$ cat src/pkg/pfc_pkg.sv
// package of the fault control block: register map, field positions, reset values
// assumes a 32-bit AXI4-Lite register bus and four filtered trip inputs
package pfc_pkg;
    localparam int TRIP_N = 4;
    localparam int PWM_N = 4;
    localparam int AXI_AW = 12;
    // printed register index; byte address is four times it
    localparam logic [AXI_AW-1:0] FCTRL_LOW_IDX = 12'h042;
    localparam logic [AXI_AW-1:0] FCTRL_LOW_ADDR = 12'h108;
    localparam logic [AXI_AW-1:0] FSTATUS_ADDR = 12'h10c;
    localparam logic [AXI_AW-1:0] DISMAP_ADDR = 12'h110;
    localparam logic [AXI_AW-1:0] IRQ_MASK_ADDR = 12'h114;
    // fault_control_low field positions
    localparam int TRIP0_CLEAR_SELECT_POS = 0;
    localparam int TRIP0_IRQ_ENABLE_POS = 1;
    localparam int TRIP1_CLEAR_SELECT_POS = 2;
    localparam int TRIP1_IRQ_ENABLE_POS = 3;
    localparam int TRIP2_CLEAR_SELECT_POS = 4;
    localparam int TRIP2_IRQ_ENABLE_POS = 5;
    localparam int TRIP3_CLEAR_SELECT_POS = 6;
    localparam int TRIP3_IRQ_ENABLE_POS = 7;
    // fault status fields: latched flags low, filtered pin levels high
    localparam int FSTATUS_FLAG_POS = 0;
    localparam int FSTATUS_PIN_POS = 4;
    // reset values
    localparam logic [7:0] FCTRL_LOW_RST = 8'h00;
    localparam logic [15:0] DISMAP_RST = 16'hffff;
    localparam logic [3:0] IRQ_MASK_RST = 4'hf;
    // bus responses
    localparam logic [1:0] RESP_OKAY = 2'h0;
    localparam logic [1:0] RESP_SLVERR = 2'h2;
    // flag set latency bound, in clock cycles
    localparam int FLAG_SET_MAX_CYC = 2;

    typedef enum logic [2:0] {
        PFC_SEL_NONE = 3'b000,
        PFC_SEL_FCTRL = 3'b001,
        PFC_SEL_FSTATUS = 3'b010,
        PFC_SEL_DISMAP = 3'b011,
        PFC_SEL_MASK = 3'b100
    } pfc_sel_t;

    typedef enum logic [0:0] {
        PFC_WR_COLLECT = 1'b0,
        PFC_WR_RESP = 1'b1
    } pfc_wr_state_t;

    typedef enum logic [0:0] {
        PFC_RD_IDLE = 1'b0,
        PFC_RD_RESP = 1'b1
    } pfc_rd_state_t;
endpackage

$ cat src/pkg/pfc_fault_if.sv
// signals between the register side and the fault latch core
// assumes one clock domain; all signals are levels except ack, a one-cycle pulse
`timescale 1ns/1ps
interface pfc_fault_if;
    logic [7:0] ctrl;
    logic [3:0] ack;
    logic [3:0] flags;
    logic [3:0] pins;
    logic [3:0] shutdown;
    modport regs (output ctrl, output ack, input flags, input pins, input shutdown);
    modport core (input ctrl, input ack, output flags, output pins, output shutdown);
endinterface

$ cat src/pfc_fault_core.sv
// fault latch core: edge detect, sticky flags, shutdown per trip input
// assumes trip inputs already filtered and synchronous to clock
`timescale 1ns/1ps
module pfc_fault_core (
    // clock and reset
    input wire logic clock,
    input wire logic rst_n,
    // filtered trip inputs, high means fault
    input wire logic [pfc_pkg::TRIP_N-1:0] trip_in,
    // register side
    pfc_fault_if.core fif
);
    import pfc_pkg::*;

    logic [3:0] pin_r;
    logic [3:0] pin_nxt;
    logic [3:0] flag_r;
    logic [3:0] flag_nxt;
    logic [3:0] shut_r;
    logic [3:0] shut_nxt;

    // next flags, pin history and shutdown
    always_comb begin
        pin_nxt = trip_in;
        flag_nxt = flag_r;
        shut_nxt = shut_r;
        for (int n = 0; n < TRIP_N; n++) begin
            // latched regardless of pwm enable or irq enable
            if (fif.ack[n]) begin
                flag_nxt[n] = 1'b0;
            end
            if (trip_in[n] && !pin_r[n]) begin
                flag_nxt[n] = 1'b1;
            end
            // clear select: 1 auto follows pin, 0 manual holds till flag cleared
            if (fif.ctrl[2*n]) begin
                shut_nxt[n] = trip_in[n];
            end else begin
                shut_nxt[n] = flag_nxt[n] | (trip_in[n] & ~pin_r[n]);
            end
        end
    end

    // state registers
    always_ff @(posedge clock or negedge rst_n) begin
        if (!rst_n) begin
            pin_r <= 4'h0;
            flag_r <= 4'h0;
            shut_r <= 4'h0;
        end else begin
            pin_r <= pin_nxt;
            flag_r <= flag_nxt;
            shut_r <= shut_nxt;
        end
    end

    // outward view
    assign fif.flags = flag_r;
    assign fif.pins = pin_r;
    assign fif.shutdown = shut_r;
endmodule

$ cat src/pfc_fault_ctrl.sv
// PWM fault control: AXI4-Lite registers, fault interrupt, output shutdown
// assumes filtered trip inputs and pwm drive levels synchronous to clock
//
// Local design decision: the AXI4-Lite slave port.
`timescale 1ns/1ps
module pfc_fault_ctrl (
    // clock and reset
    input wire logic clock,
    input wire logic rst_n,
    // axi4-lite write address
    input wire logic s_axi_awvalid,
    output logic s_axi_awready,
    input wire logic [pfc_pkg::AXI_AW-1:0] s_axi_awaddr,
    // axi4-lite write data
    input wire logic s_axi_wvalid,
    output logic s_axi_wready,
    input wire logic [31:0] s_axi_wdata,
    input wire logic [3:0] s_axi_wstrb,
    // axi4-lite write response
    output logic s_axi_bvalid,
    input wire logic s_axi_bready,
    output logic [1:0] s_axi_bresp,
    // axi4-lite read address
    input wire logic s_axi_arvalid,
    output logic s_axi_arready,
    input wire logic [pfc_pkg::AXI_AW-1:0] s_axi_araddr,
    // axi4-lite read data
    output logic s_axi_rvalid,
    input wire logic s_axi_rready,
    output logic [31:0] s_axi_rdata,
    output logic [1:0] s_axi_rresp,
    // filtered trip inputs and pwm outputs
    input wire logic [pfc_pkg::TRIP_N-1:0] trip_in,
    input wire logic [pfc_pkg::PWM_N-1:0] pwm_in,
    output logic [pfc_pkg::PWM_N-1:0] pwm_out,
    // interrupt
    output logic fault_irq
);
    import pfc_pkg::*;

    // address decode shared by read and write
    function automatic pfc_sel_t reg_sel(input logic [AXI_AW-1:0] addr);
        case (addr)
            FCTRL_LOW_ADDR: reg_sel = PFC_SEL_FCTRL;
            FSTATUS_ADDR: reg_sel = PFC_SEL_FSTATUS;
            DISMAP_ADDR: reg_sel = PFC_SEL_DISMAP;
            IRQ_MASK_ADDR: reg_sel = PFC_SEL_MASK;
            default: reg_sel = PFC_SEL_NONE;
        endcase
    endfunction

    pfc_fault_if fif ();

    pfc_wr_state_t wr_state_r;
    pfc_wr_state_t wr_state_nxt;
    logic aw_have_r;
    logic aw_have_nxt;
    logic w_have_r;
    logic w_have_nxt;
    logic [AXI_AW-1:0] waddr_r;
    logic [AXI_AW-1:0] waddr_nxt;
    logic [31:0] wdata_r;
    logic [31:0] wdata_nxt;
    logic [3:0] wstrb_r;
    logic [3:0] wstrb_nxt;
    logic awready_r;
    logic awready_nxt;
    logic wready_r;
    logic wready_nxt;
    logic bvalid_r;
    logic bvalid_nxt;
    logic [1:0] bresp_r;
    logic [1:0] bresp_nxt;
    logic [7:0] fctrl_r;
    logic [7:0] fctrl_nxt;
    logic [15:0] dismap_r;
    logic [15:0] dismap_nxt;
    logic [3:0] mask_r;
    logic [3:0] mask_nxt;
    logic [3:0] ack_r;
    logic [3:0] ack_nxt;
    pfc_sel_t wsel;

    pfc_rd_state_t rd_state_r;
    pfc_rd_state_t rd_state_nxt;
    logic arready_r;
    logic arready_nxt;
    logic rvalid_r;
    logic rvalid_nxt;
    logic [31:0] rdata_r;
    logic [31:0] rdata_nxt;
    logic [1:0] rresp_r;
    logic [1:0] rresp_nxt;
    pfc_sel_t rsel;

    logic irq_r;
    logic irq_nxt;
    logic [PWM_N-1:0] pwm_r;
    logic [PWM_N-1:0] pwm_nxt;
    logic [3:0] irq_en;

    pfc_fault_core u_core (
        .clock(clock),
        .rst_n(rst_n),
        .trip_in(trip_in),
        .fif(fif)
    );

    assign fif.ctrl = fctrl_r;
    assign fif.ack = ack_r;
    assign wsel = reg_sel(waddr_r);

    // write channel: collect address and data in any order, then answer
    always_comb begin
        wr_state_nxt = wr_state_r;
        aw_have_nxt = aw_have_r;
        w_have_nxt = w_have_r;
        waddr_nxt = waddr_r;
        wdata_nxt = wdata_r;
        wstrb_nxt = wstrb_r;
        bvalid_nxt = bvalid_r;
        bresp_nxt = bresp_r;
        fctrl_nxt = fctrl_r;
        dismap_nxt = dismap_r;
        mask_nxt = mask_r;
        ack_nxt = 4'h0;
        case (wr_state_r)
            PFC_WR_COLLECT: begin
                if (s_axi_awvalid && awready_r) begin
                    aw_have_nxt = 1'b1;
                    waddr_nxt = s_axi_awaddr;
                end
                if (s_axi_wvalid && wready_r) begin
                    w_have_nxt = 1'b1;
                    wdata_nxt = s_axi_wdata;
                    wstrb_nxt = s_axi_wstrb;
                end
                if (aw_have_r && w_have_r) begin
                    aw_have_nxt = 1'b0;
                    w_have_nxt = 1'b0;
                    bvalid_nxt = 1'b1;
                    bresp_nxt = RESP_OKAY;
                    wr_state_nxt = PFC_WR_RESP;
                    case (wsel)
                        PFC_SEL_FCTRL: begin
                            if (wstrb_r[0]) begin
                                fctrl_nxt = wdata_r[7:0];
                            end
                        end
                        PFC_SEL_FSTATUS: begin
                            // ones acknowledge, zeros are ignored
                            if (wstrb_r[0]) begin
                                ack_nxt = wdata_r[FSTATUS_FLAG_POS +: 4];
                            end
                        end
                        PFC_SEL_DISMAP: begin
                            if (wstrb_r[0]) begin
                                dismap_nxt[7:0] = wdata_r[7:0];
                            end
                            if (wstrb_r[1]) begin
                                dismap_nxt[15:8] = wdata_r[15:8];
                            end
                        end
                        PFC_SEL_MASK: begin
                            if (wstrb_r[0]) begin
                                mask_nxt = wdata_r[3:0];
                            end
                        end
                        default: begin
                            bresp_nxt = RESP_SLVERR;
                        end
                    endcase
                end
            end
            PFC_WR_RESP: begin
                if (s_axi_bready) begin
                    bvalid_nxt = 1'b0;
                    wr_state_nxt = PFC_WR_COLLECT;
                end
            end
            default: begin
                wr_state_nxt = PFC_WR_COLLECT;
            end
        endcase
        awready_nxt = (wr_state_nxt == PFC_WR_COLLECT) && !aw_have_nxt;
        wready_nxt = (wr_state_nxt == PFC_WR_COLLECT) && !w_have_nxt;
    end

    // write channel registers
    always_ff @(posedge clock or negedge rst_n) begin
        if (!rst_n) begin
            wr_state_r <= PFC_WR_COLLECT;
            aw_have_r <= 1'b0;
            w_have_r <= 1'b0;
            waddr_r <= '0;
            wdata_r <= 32'h0;
            wstrb_r <= 4'h0;
            awready_r <= 1'b0;
            wready_r <= 1'b0;
            bvalid_r <= 1'b0;
            bresp_r <= RESP_OKAY;
            fctrl_r <= FCTRL_LOW_RST;
            dismap_r <= DISMAP_RST;
            mask_r <= IRQ_MASK_RST;
            ack_r <= 4'h0;
        end else begin
            wr_state_r <= wr_state_nxt;
            aw_have_r <= aw_have_nxt;
            w_have_r <= w_have_nxt;
            waddr_r <= waddr_nxt;
            wdata_r <= wdata_nxt;
            wstrb_r <= wstrb_nxt;
            awready_r <= awready_nxt;
            wready_r <= wready_nxt;
            bvalid_r <= bvalid_nxt;
            bresp_r <= bresp_nxt;
            fctrl_r <= fctrl_nxt;
            dismap_r <= dismap_nxt;
            mask_r <= mask_nxt;
            ack_r <= ack_nxt;
        end
    end

    assign rsel = reg_sel(s_axi_araddr);

    // read channel: one cycle from address taken to data valid
    always_comb begin
        rd_state_nxt = rd_state_r;
        rvalid_nxt = rvalid_r;
        rdata_nxt = rdata_r;
        rresp_nxt = rresp_r;
        case (rd_state_r)
            PFC_RD_IDLE: begin
                if (s_axi_arvalid && arready_r) begin
                    rvalid_nxt = 1'b1;
                    rresp_nxt = RESP_OKAY;
                    rdata_nxt = 32'h0;
                    rd_state_nxt = PFC_RD_RESP;
                    case (rsel)
                        PFC_SEL_FCTRL: rdata_nxt[7:0] = fctrl_r;
                        PFC_SEL_FSTATUS: begin
                            rdata_nxt[FSTATUS_FLAG_POS +: 4] = fif.flags;
                            rdata_nxt[FSTATUS_PIN_POS +: 4] = fif.pins;
                        end
                        PFC_SEL_DISMAP: rdata_nxt[15:0] = dismap_r;
                        PFC_SEL_MASK: rdata_nxt[3:0] = mask_r;
                        default: rresp_nxt = RESP_SLVERR;
                    endcase
                end
            end
            PFC_RD_RESP: begin
                if (s_axi_rready) begin
                    rvalid_nxt = 1'b0;
                    rd_state_nxt = PFC_RD_IDLE;
                end
            end
            default: begin
                rd_state_nxt = PFC_RD_IDLE;
            end
        endcase
        arready_nxt = (rd_state_nxt == PFC_RD_IDLE);
    end

    // read channel registers
    always_ff @(posedge clock or negedge rst_n) begin
        if (!rst_n) begin
            rd_state_r <= PFC_RD_IDLE;
            arready_r <= 1'b0;
            rvalid_r <= 1'b0;
            rdata_r <= 32'h0;
            rresp_r <= RESP_OKAY;
        end else begin
            rd_state_r <= rd_state_nxt;
            arready_r <= arready_nxt;
            rvalid_r <= rvalid_nxt;
            rdata_r <= rdata_nxt;
            rresp_r <= rresp_nxt;
        end
    end

    // per-input irq enables from the control register
    assign irq_en[3] = fctrl_r[TRIP3_IRQ_ENABLE_POS];
    assign irq_en[2] = fctrl_r[TRIP2_IRQ_ENABLE_POS];
    assign irq_en[1] = fctrl_r[TRIP1_IRQ_ENABLE_POS];
    assign irq_en[0] = fctrl_r[TRIP0_IRQ_ENABLE_POS];

    // interrupt and output shutdown; shutdown never looks at irq_en
    always_comb begin
        irq_nxt = |(fif.flags & irq_en & mask_r);
        for (int k = 0; k < PWM_N; k++) begin
            pwm_nxt[k] = pwm_in[k];
            for (int n = 0; n < TRIP_N; n++) begin
                if (fif.shutdown[n] && dismap_r[n*PWM_N + k]) begin
                    pwm_nxt[k] = 1'b0;
                end
            end
        end
    end

    // output registers
    always_ff @(posedge clock or negedge rst_n) begin
        if (!rst_n) begin
            irq_r <= 1'b0;
            pwm_r <= '0;
        end else begin
            irq_r <= irq_nxt;
            pwm_r <= pwm_nxt;
        end
    end

    assign s_axi_awready = awready_r;
    assign s_axi_wready = wready_r;
    assign s_axi_bvalid = bvalid_r;
    assign s_axi_bresp = bresp_r;
    assign s_axi_arready = arready_r;
    assign s_axi_rvalid = rvalid_r;
    assign s_axi_rdata = rdata_r;
    assign s_axi_rresp = rresp_r;
    assign pwm_out = pwm_r;
    assign fault_irq = irq_r;
endmodule

$ cat config.mk
export PLATFORM = sky130hd
export DESIGN_NAME = pfc_fault_ctrl
export DESIGN_NICKNAME = d
export VERILOG_FILES = /design/src/pkg/pfc_pkg.sv /design/src/pkg/pfc_fault_if.sv /design/src/pfc_fault_core.sv /design/src/pfc_fault_ctrl.sv
export SDC_FILE = /design/constraint.sdc
export NUM_CORES = 1
export LEC_CHECK = 0
export BUFFER_PORTS_ARGS = -buffer_cell sky130_fd_sc_hd__buf_2
export CAP_MARGIN = 20
export CORE_MARGIN = 2
export CORE_UTILIZATION = 55
export CTS_BUF_LIST = sky130_fd_sc_hd__clkbuf_16
export DETAILED_ROUTE_END_ITERATION = 7
export PLACE_DENSITY_LB_ADDON = 0.08
export SYNTH_ARGS = -nofsm -noshare
export SYNTH_HDL_FRONTEND = slang
export SYNTH_SLANG_ARGS = --single-unit
$ cat constraint.sdc
create_clock -name clock -period 4.4 [get_ports clock]
set_clock_uncertainty 0.05 [all_clocks]
set_input_delay 0.88 -clock clock [delete_from_list [all_inputs] [get_ports clock]]
set_output_delay 0.88 -clock clock [all_outputs]
set_load 0.01 [all_outputs]
==> out/qor.yml, run 1 <==
timing:
  slew_headroom_pct: 33.9
  post-route-period-util_pct: 57.9
  timing_worst_slew_pin_value_ns: 0.992
  hold_violations: 0
  max_freq_mhz: 393
  fin_crit_ns: 2.55
  fin_setup_tns_ns: 0
  setup_viol: 0
  drv_slew: 0
  rsz0062_at_grt: "no"
  fin_ws_ns: 1.85
power_and_ir_drop:
  p_leak_nw: 2.48
  powerDensity_nw_per_um2: 478
  peakVddDrop_mv: 0.295
  fin_total_pwr_mw: 2.45
routing:
  via_per_inst: 5.36
  routed_wl_um: 8370
  routedWlPerCell_um: 15.8
  first_pass_iters: 5
  drc: 0
  vias: 2838
  dr.first_iter.drc_count: 136
  ant_nets: 0
global_routing:
  grt_pass1_wl_um: 13600
  grt_max_degree: 84
  grtUsageTotal_pct: 20.2
  antenna_found_initial: 0
  grt_pass1_vias: 2813
  grt_remaining_overflow: 0
synthesis:
  ys_async_sr_fraction_pct: 100
  synth_cells: 338
  netlist_area_sq_um: 4420
  syn_avg_cell_area_sq_um: 13.1
  seq_area_frac_synth_pct: 60.6
  synthFlopType: "dfrtp_1"
  synth-edff-count: 0
  ys_ff_latch: 106
  yosys_warnings: 0
  yosysUniqueCellTypes: 41
die:
  initial_core_util_pct: 56.9
  fp.dieH_um: 93.6
  die_w_um: 93.6
  core_area_sq_um: 7770
  placementRows: 32
  dieArea_sq_um: 8770
  io-pin-count: 121
placed_design:
  pre_cts_ws_ns: 1.52
  dp_hpwl_um: 6220
  postPlaceCellArea_sq_um: 4860
  gp_congestion: 0.850
  portBuffers: 84
job:
  cap_violations: 0
run_status:
  outcome: "completed"
cts:
  clockBufferDepth: 2
  post_cts_buffers: 0
  cts_buffers: 9
  clkLatencyLatePin_ns: 0.34
  h-tree-depth: 3
  cts.sinks: 106
  cts_hold_buf: 0
  cts_root_buf: "clkbuf_16"
  cts_tree: "yes"
  cts.clk_slew.worst_paths_ns: 0.07
  cts_resized: 0
worst_setup_path:
  worst-endpoint-arrival_ns: 2.72
  path_class: "flip-flop to flip-flop"
  crit_fanout: 8
  cp-start-kind: "flip-flop"
  slowest_stage: "or4_4"
  ff2ff_path_depth: 4
  cpPeakStageDelay_ns: 0.58
  critPathCaptureType: "flip-flop"
  cp_cell_sequence: "or4b_4 > or4_4 > nor3b_4 > mux2_2"
  required_ns: 4.57
finish:
  layout-drive-gt1-share_pct: 42.4
  nets: 497
  n_antenna_cell: 0
  stdcell_area_sq_um: 5130
  synthToLayoutAreaGrowth_pct: 16.1
worst_hold_path:
  hold_path_class: "flip-flop to flip-flop"
  holdPathStages: 1
[cell usage after synthesis, types with 2 or more instances]
cell type	n	area (sq um)
a22o_1	12	105
nor2b_1	11	68.8
nor2_1	11	41.3
a22oi_1	8	60.1
buf_4	18	135
mux2_2	57	642
clkbuf_1	11	41.3
a21oi_1	8	40.0
nor4b_1	2	17.5
o21ai_0	5	25.0
and3_1	6	37.5
o22ai_1	4	25.0
nand3_1	10	50.1
a222oi_1	4	40.0
a211o_1	4	35.0
inv_1	13	48.8
nand2_1	13	48.8
dfrtp_1	86	2150
and2_1	4	25.0
nor3b_4	2	37.5
and3b_1	4	35.0
nor3_1	4	20.0
a211oi_1	4	30.0
dfstp_2	20	526
[worst max-delay path, delay by kind of cell, from the launching register on]
kind             cells  cell delay [ns]
DFF                  1             0.37
muxes                1             0.40
and+or+nand+nor      3             1.61
[area by class of cell]
type,count,area [sq um]
clock buffers,9,225
fillers,616,2640
repair buffers,85,430
flip-flops and latches,106,2680
clock inverters,7,38.8
multi-input cells,206,1580
inverters,14,52.6
well taps,102,128
[cell usage in the layout, fill, tap and decap left out, drive strengths merged, types with 2 or more instances in the layout]
master	count
o21ai	5
mux2	58
nor2b	11
dfrtp	86
clkbuf	9
nand3	10
nor3	4
nor2	11
dfstp	20
a21oi	8
and3b	4
conb	18
o22ai	4
a22oi	8
a211oi	4
a222oi	4
and3	6
a22o	12
clkinv	4
nand2	13
buf	85
nor4b	2
a211o	4
inv	15
clkinvlp	2
and2	4
nor3b	2
[path summary, 6_finish.rpt]
check / start / end / slack, ns
hold / removal: rd_state_r / s_axi_rvalid / 0.41
setup reg to reg: waddr_r[1] / fctrl_r[2] / 1.85
min in group asynchronous: rst_n / wdata_r[11] / 0.66
setup / recovery: waddr_r[1] / fctrl_r[2] / 1.85
max in group asynchronous: rst_n / dismap_r[6] / 2.70
hold reg to reg: rd_state_r / s_axi_rvalid / 0.41
[report_power, final]
group | switching [mW] | internal [mW] | total (mW)
sequential | 0.132 | 1.17 | 1.30
clock | 0.334 | 0.377 | 0.711
combinational | 0.202 | 0.238 | 0.440
[layer usage]
layer	vias to the layer above	global-route usage, %	share of wire [%]
met2	106	32.0	47
met3	14	3.14	5.5
met5	-	0	0
li1	1341	-	-
met1	1377	28.1	46
met4	0	7.97	1.6
[metrics by stage]
step	utilization (%)	std cells	hold slack, ns
after global placement	62.6	513	0.389
after CTS	66.0	529	0.407
final	66.0	529	0.410
after global routing	66.0	529	0.412
after floorplan	-	355	0.379
after detailed placement	62.6	513	0.398
[registers in the layout, summed over array words and instances (netlist names), 8 cells and up]
| signal | flops |
|---|---|
| waddr_r | 12 |
| wdata_r | 16 |
| dismap_r | 16 |
| s_axi_rdata | 16 |
| fctrl_r | 8 |
[cells by family (layout without fill, tap and decap cells)]
family | count (synthesis) | count (layout) | synth area share, %
and+or+nand+nor | 76 | 76 | 10.3
muxes | 58 | 58 | 14.8
AOI/OAI and AO/OA | 54 | 54 | 9.01
buffers and inverters | 43 | 115 | 5.18
other | 1 | 18 | 0.0849
DFF | 106 | 106 | 60.6
(Power assumes the default switching activity.)
==> inputs of run 2 (changes only) <==
--- a/config.mk
+++ b/config.mk
@@ -5,10 +5,11 @@
 export SDC_FILE = /design/constraint.sdc
 export NUM_CORES = 1
 export LEC_CHECK = 0
+export ABC_AREA = 1
 export BUFFER_PORTS_ARGS = -buffer_cell sky130_fd_sc_hd__buf_2
 export CAP_MARGIN = 20
 export CORE_MARGIN = 2
-export CORE_UTILIZATION = 55
+export CORE_UTILIZATION = 53
 export CTS_BUF_LIST = sky130_fd_sc_hd__clkbuf_16
 export DETAILED_ROUTE_END_ITERATION = 7
 export PLACE_DENSITY_LB_ADDON = 0.08
==> constraint.sdc (replaced) <==
create_clock -name clock -period 2.5 [get_ports clock]
set_clock_uncertainty 0.05 [all_clocks]
set_input_delay 0.5 -clock clock [delete_from_list [all_inputs] [get_ports clock]]
set_output_delay 0.5 -clock clock [all_outputs]
set_load 0.01 [all_outputs]
==> out/qor.yml, run 2 <==
synthesis:
  yosysUniqueCellTypes: 28  # -32%
  netlist_top_cells_area: "dfrtp_1 (46%), nand2_1 (11%), dfstp_2 (11%)"
  synth-edff-count: 0  # unchanged
  synth_cells: 512  # +51%
  yosys_warnings: 0  # unchanged
  yosys.area.top_type_share_pct: 45.9  # -2.8 points
  ys_ff_latch: 106  # unchanged
  syn_avg_cell_area_sq_um: 9.16  # -30%
  synth_commonest_cells: "nand2_1 (143), dfrtp_1 (86), nand3_1 (46)"
  seq_area_frac_synth_pct: 57.1  # -3.5 points
  netlist_area_sq_um: 4690  # +6.2%
  synthFlopType: "dfrtp_1"
  yosysTopAreaCell: "dfrtp_1"
  ys_async_sr_fraction_pct: 100  # unchanged
  synth.most_common_cell: "nand2_1"
finish:
  stdcell_area_sq_um: 5440  # +6.2%
  finalNonFillerCells: 710  # +34%
  fillers: 762  # +24%
  layout-drive-gt1-share_pct: 27.6  # -15 points
  n_antenna_cell: 0  # unchanged
  layout_common_cells: "nand2_1 (143), dfrtp_1 (86), buf_2 (83)"
  synthToLayoutAreaGrowth_pct: 16.1  # about the same
  final_common_cell: "nand2_1"
  nets: 672  # +35%
cts:
  post_cts_buffers: 0  # unchanged
  h-tree-depth: 3  # unchanged
  cts_tree: "yes"
  cts_root_buf: "clkbuf_16"
  clockBufferDepth: 2  # unchanged
  cts_hold_buf: 0  # unchanged
  cts_resized: 0  # unchanged
  cts.clk_slew.worst_paths_ns: 0.07  # about the same
  cts.sinks: 106  # unchanged
  clkLatencyLatePin_ns: 0.34  # about the same
  cts_buffers: 9  # unchanged
worst_hold_path:
  hold_path_class: "input port to async pin"
worst_setup_path:
  path_class: "flip-flop to flip-flop"
  cpMostUsedCell: "nor2_1"
  cp-start-kind: "flip-flop"
  cpPeakStageDelay_ns: 0.44  # -0.14 ns
  cp_cell_sequence: "nor2_1 > nand3_1 > nor2_1 > nand4_2 > nand2_1 > o21ai_2"
  rr_startpoint: "waddr_r[7]"
  required_ns: 2.67  # -1.90 ns
  crit_fanout: 16  # +8
  ff2ff_path_depth: 6  # +2
  worstSetupStartpoint: "waddr_r[7]"
  worst-endpoint-arrival_ns: 1.97  # -0.75 ns
  critPathCaptureType: "flip-flop"
  slowest_stage: "nand4_2"
timing:
  drv_slew: 0  # unchanged
  rsz0062_at_grt: "no"
  hold_violations: 0  # unchanged
  max_freq_mhz: 556  # +42%
  setup_viol: 0  # unchanged
  slew_headroom_pct: 57.3  # +23 points
  fin_setup_tns_ns: 0  # unchanged
  fin_crit_ns: 1.80  # -0.751 ns
  fin_ws_ns: 0.703  # -1.15 ns
  post-route-period-util_pct: 71.9  # +14 points
  timing_worst_slew_pin_value_ns: 0.639  # -0.353 ns
placed_design:
  gp_congestion: 0.799  # -6.0%
  postPlaceCellArea_sq_um: 5130  # +5.5%
  dp_hpwl_um: 6790  # +9.3%
  portBuffers: 84  # unchanged
  place_inst: 694  # +35%
  pre_cts_ws_ns: 0.530  # -0.985 ns
global_routing:
  grt_pass1_wl_um: 16200  # +19%
  antenna_found_initial: 0  # unchanged
  grt_pass1_vias: 3338  # +19%
  grtUsageTotal_pct: 21.2  # +1.0 points
  grt_max_degree: 47  # -44%
  grt_remaining_overflow: 0  # unchanged
die:
  core_area_sq_um: 8640  # +11%
  placementRows: 34  # +6.3%
  dieArea_sq_um: 9620  # +9.7%
  io-pin-count: 121  # unchanged
  fp.dieH_um: 98.1  # +4.8%
  die_w_um: 98.1  # +4.8%
  initial_core_util_pct: 54.3  # -2.6 points
routing:
  first_pass_iters: 5  # unchanged
  ant_nets: 0  # unchanged
  vias: 3533  # +24%
  routed_wl_um: 9640  # +15%
  routedWlPerCell_um: 13.6  # -14%
  dr.first_iter.drc_count: 180  # +32%
  via_per_inst: 4.98  # -7.2%
  drc: 0  # unchanged
run_status:
  outcome: "completed"
power_and_ir_drop:
  powerDensity_nw_per_um2: 858  # +80%
  fin_total_pwr_mw: 4.67  # +91%
  p_leak_nw: 2.68  # +8.3%
  peakVddDrop_mv: 0.497  # +68%
job:
  cap_violations: 0  # unchanged
run 2: routing by layer:
metal	vias up	part of all wire [%]	global-route usage, %
li1	1782	-	-
met1	1615	47	30.1
met2	122	46	33.5
met3	14	5.8	3.01
met4	0	1.6	7.80
met5	-	0	0
run 2: area by class of cell:
type	instances	area, sq um	share of cell area (%)
Sequential cell	106	2680	49.2
Tap cell	108	135	2.48
Multi-Input combinational cell	345	1680	30.9
Inverter	48	180	3.31
Clock buffer	9	225	4.14
Timing Repair Buffer	87	458	8.41
Clock inverter	7	87.6	1.61
run 2: critical path, delay by kind of cell, from the launching register on:
kind	cells	cell delay (ns)
flip-flops	1	0.38
AO/OA/AOI/OAI	1	0.07
AND/OR/NAND/NOR	5	1.17
run 2: cell families after synthesis:
kind of cell / after synthesis / synth area share (%)
AND/OR/NAND/NOR: 248 / 23.6
flip-flops: 106 / 57.1
buffers and inverters: 78 / 8.46
other: 1 / 0.0799
AO/OA/AOI/OAI: 79 / 10.8
run 2: path summary, 6_finish.rpt:
check,to,slack (ns)
worst max-delay path,fctrl_r[2],0.70
worst min-delay path,s_axi_rdata[1],0.12
worst max register to register,fctrl_r[2],0.70
worst min register to register,s_axi_rvalid,0.39
max in group asynchronous,dismap_r[8],1.58
min in group clock,u_core.fif.pins[0],0.23
run 2: where the power goes:
group          switching, mW  internal (mW)
registers              0.153           2.06
clock network          0.609          0.869
logic                  0.685          0.300
run 2: metrics by stage:
stage,utilization (%),hold slack (ns)
finish,63.0,0.116
global route,63.0,0.162
CTS,63.0,0.141
detailed placement,59.4,0.385
global placement,59.4,0.373
floorplan,-,0.154
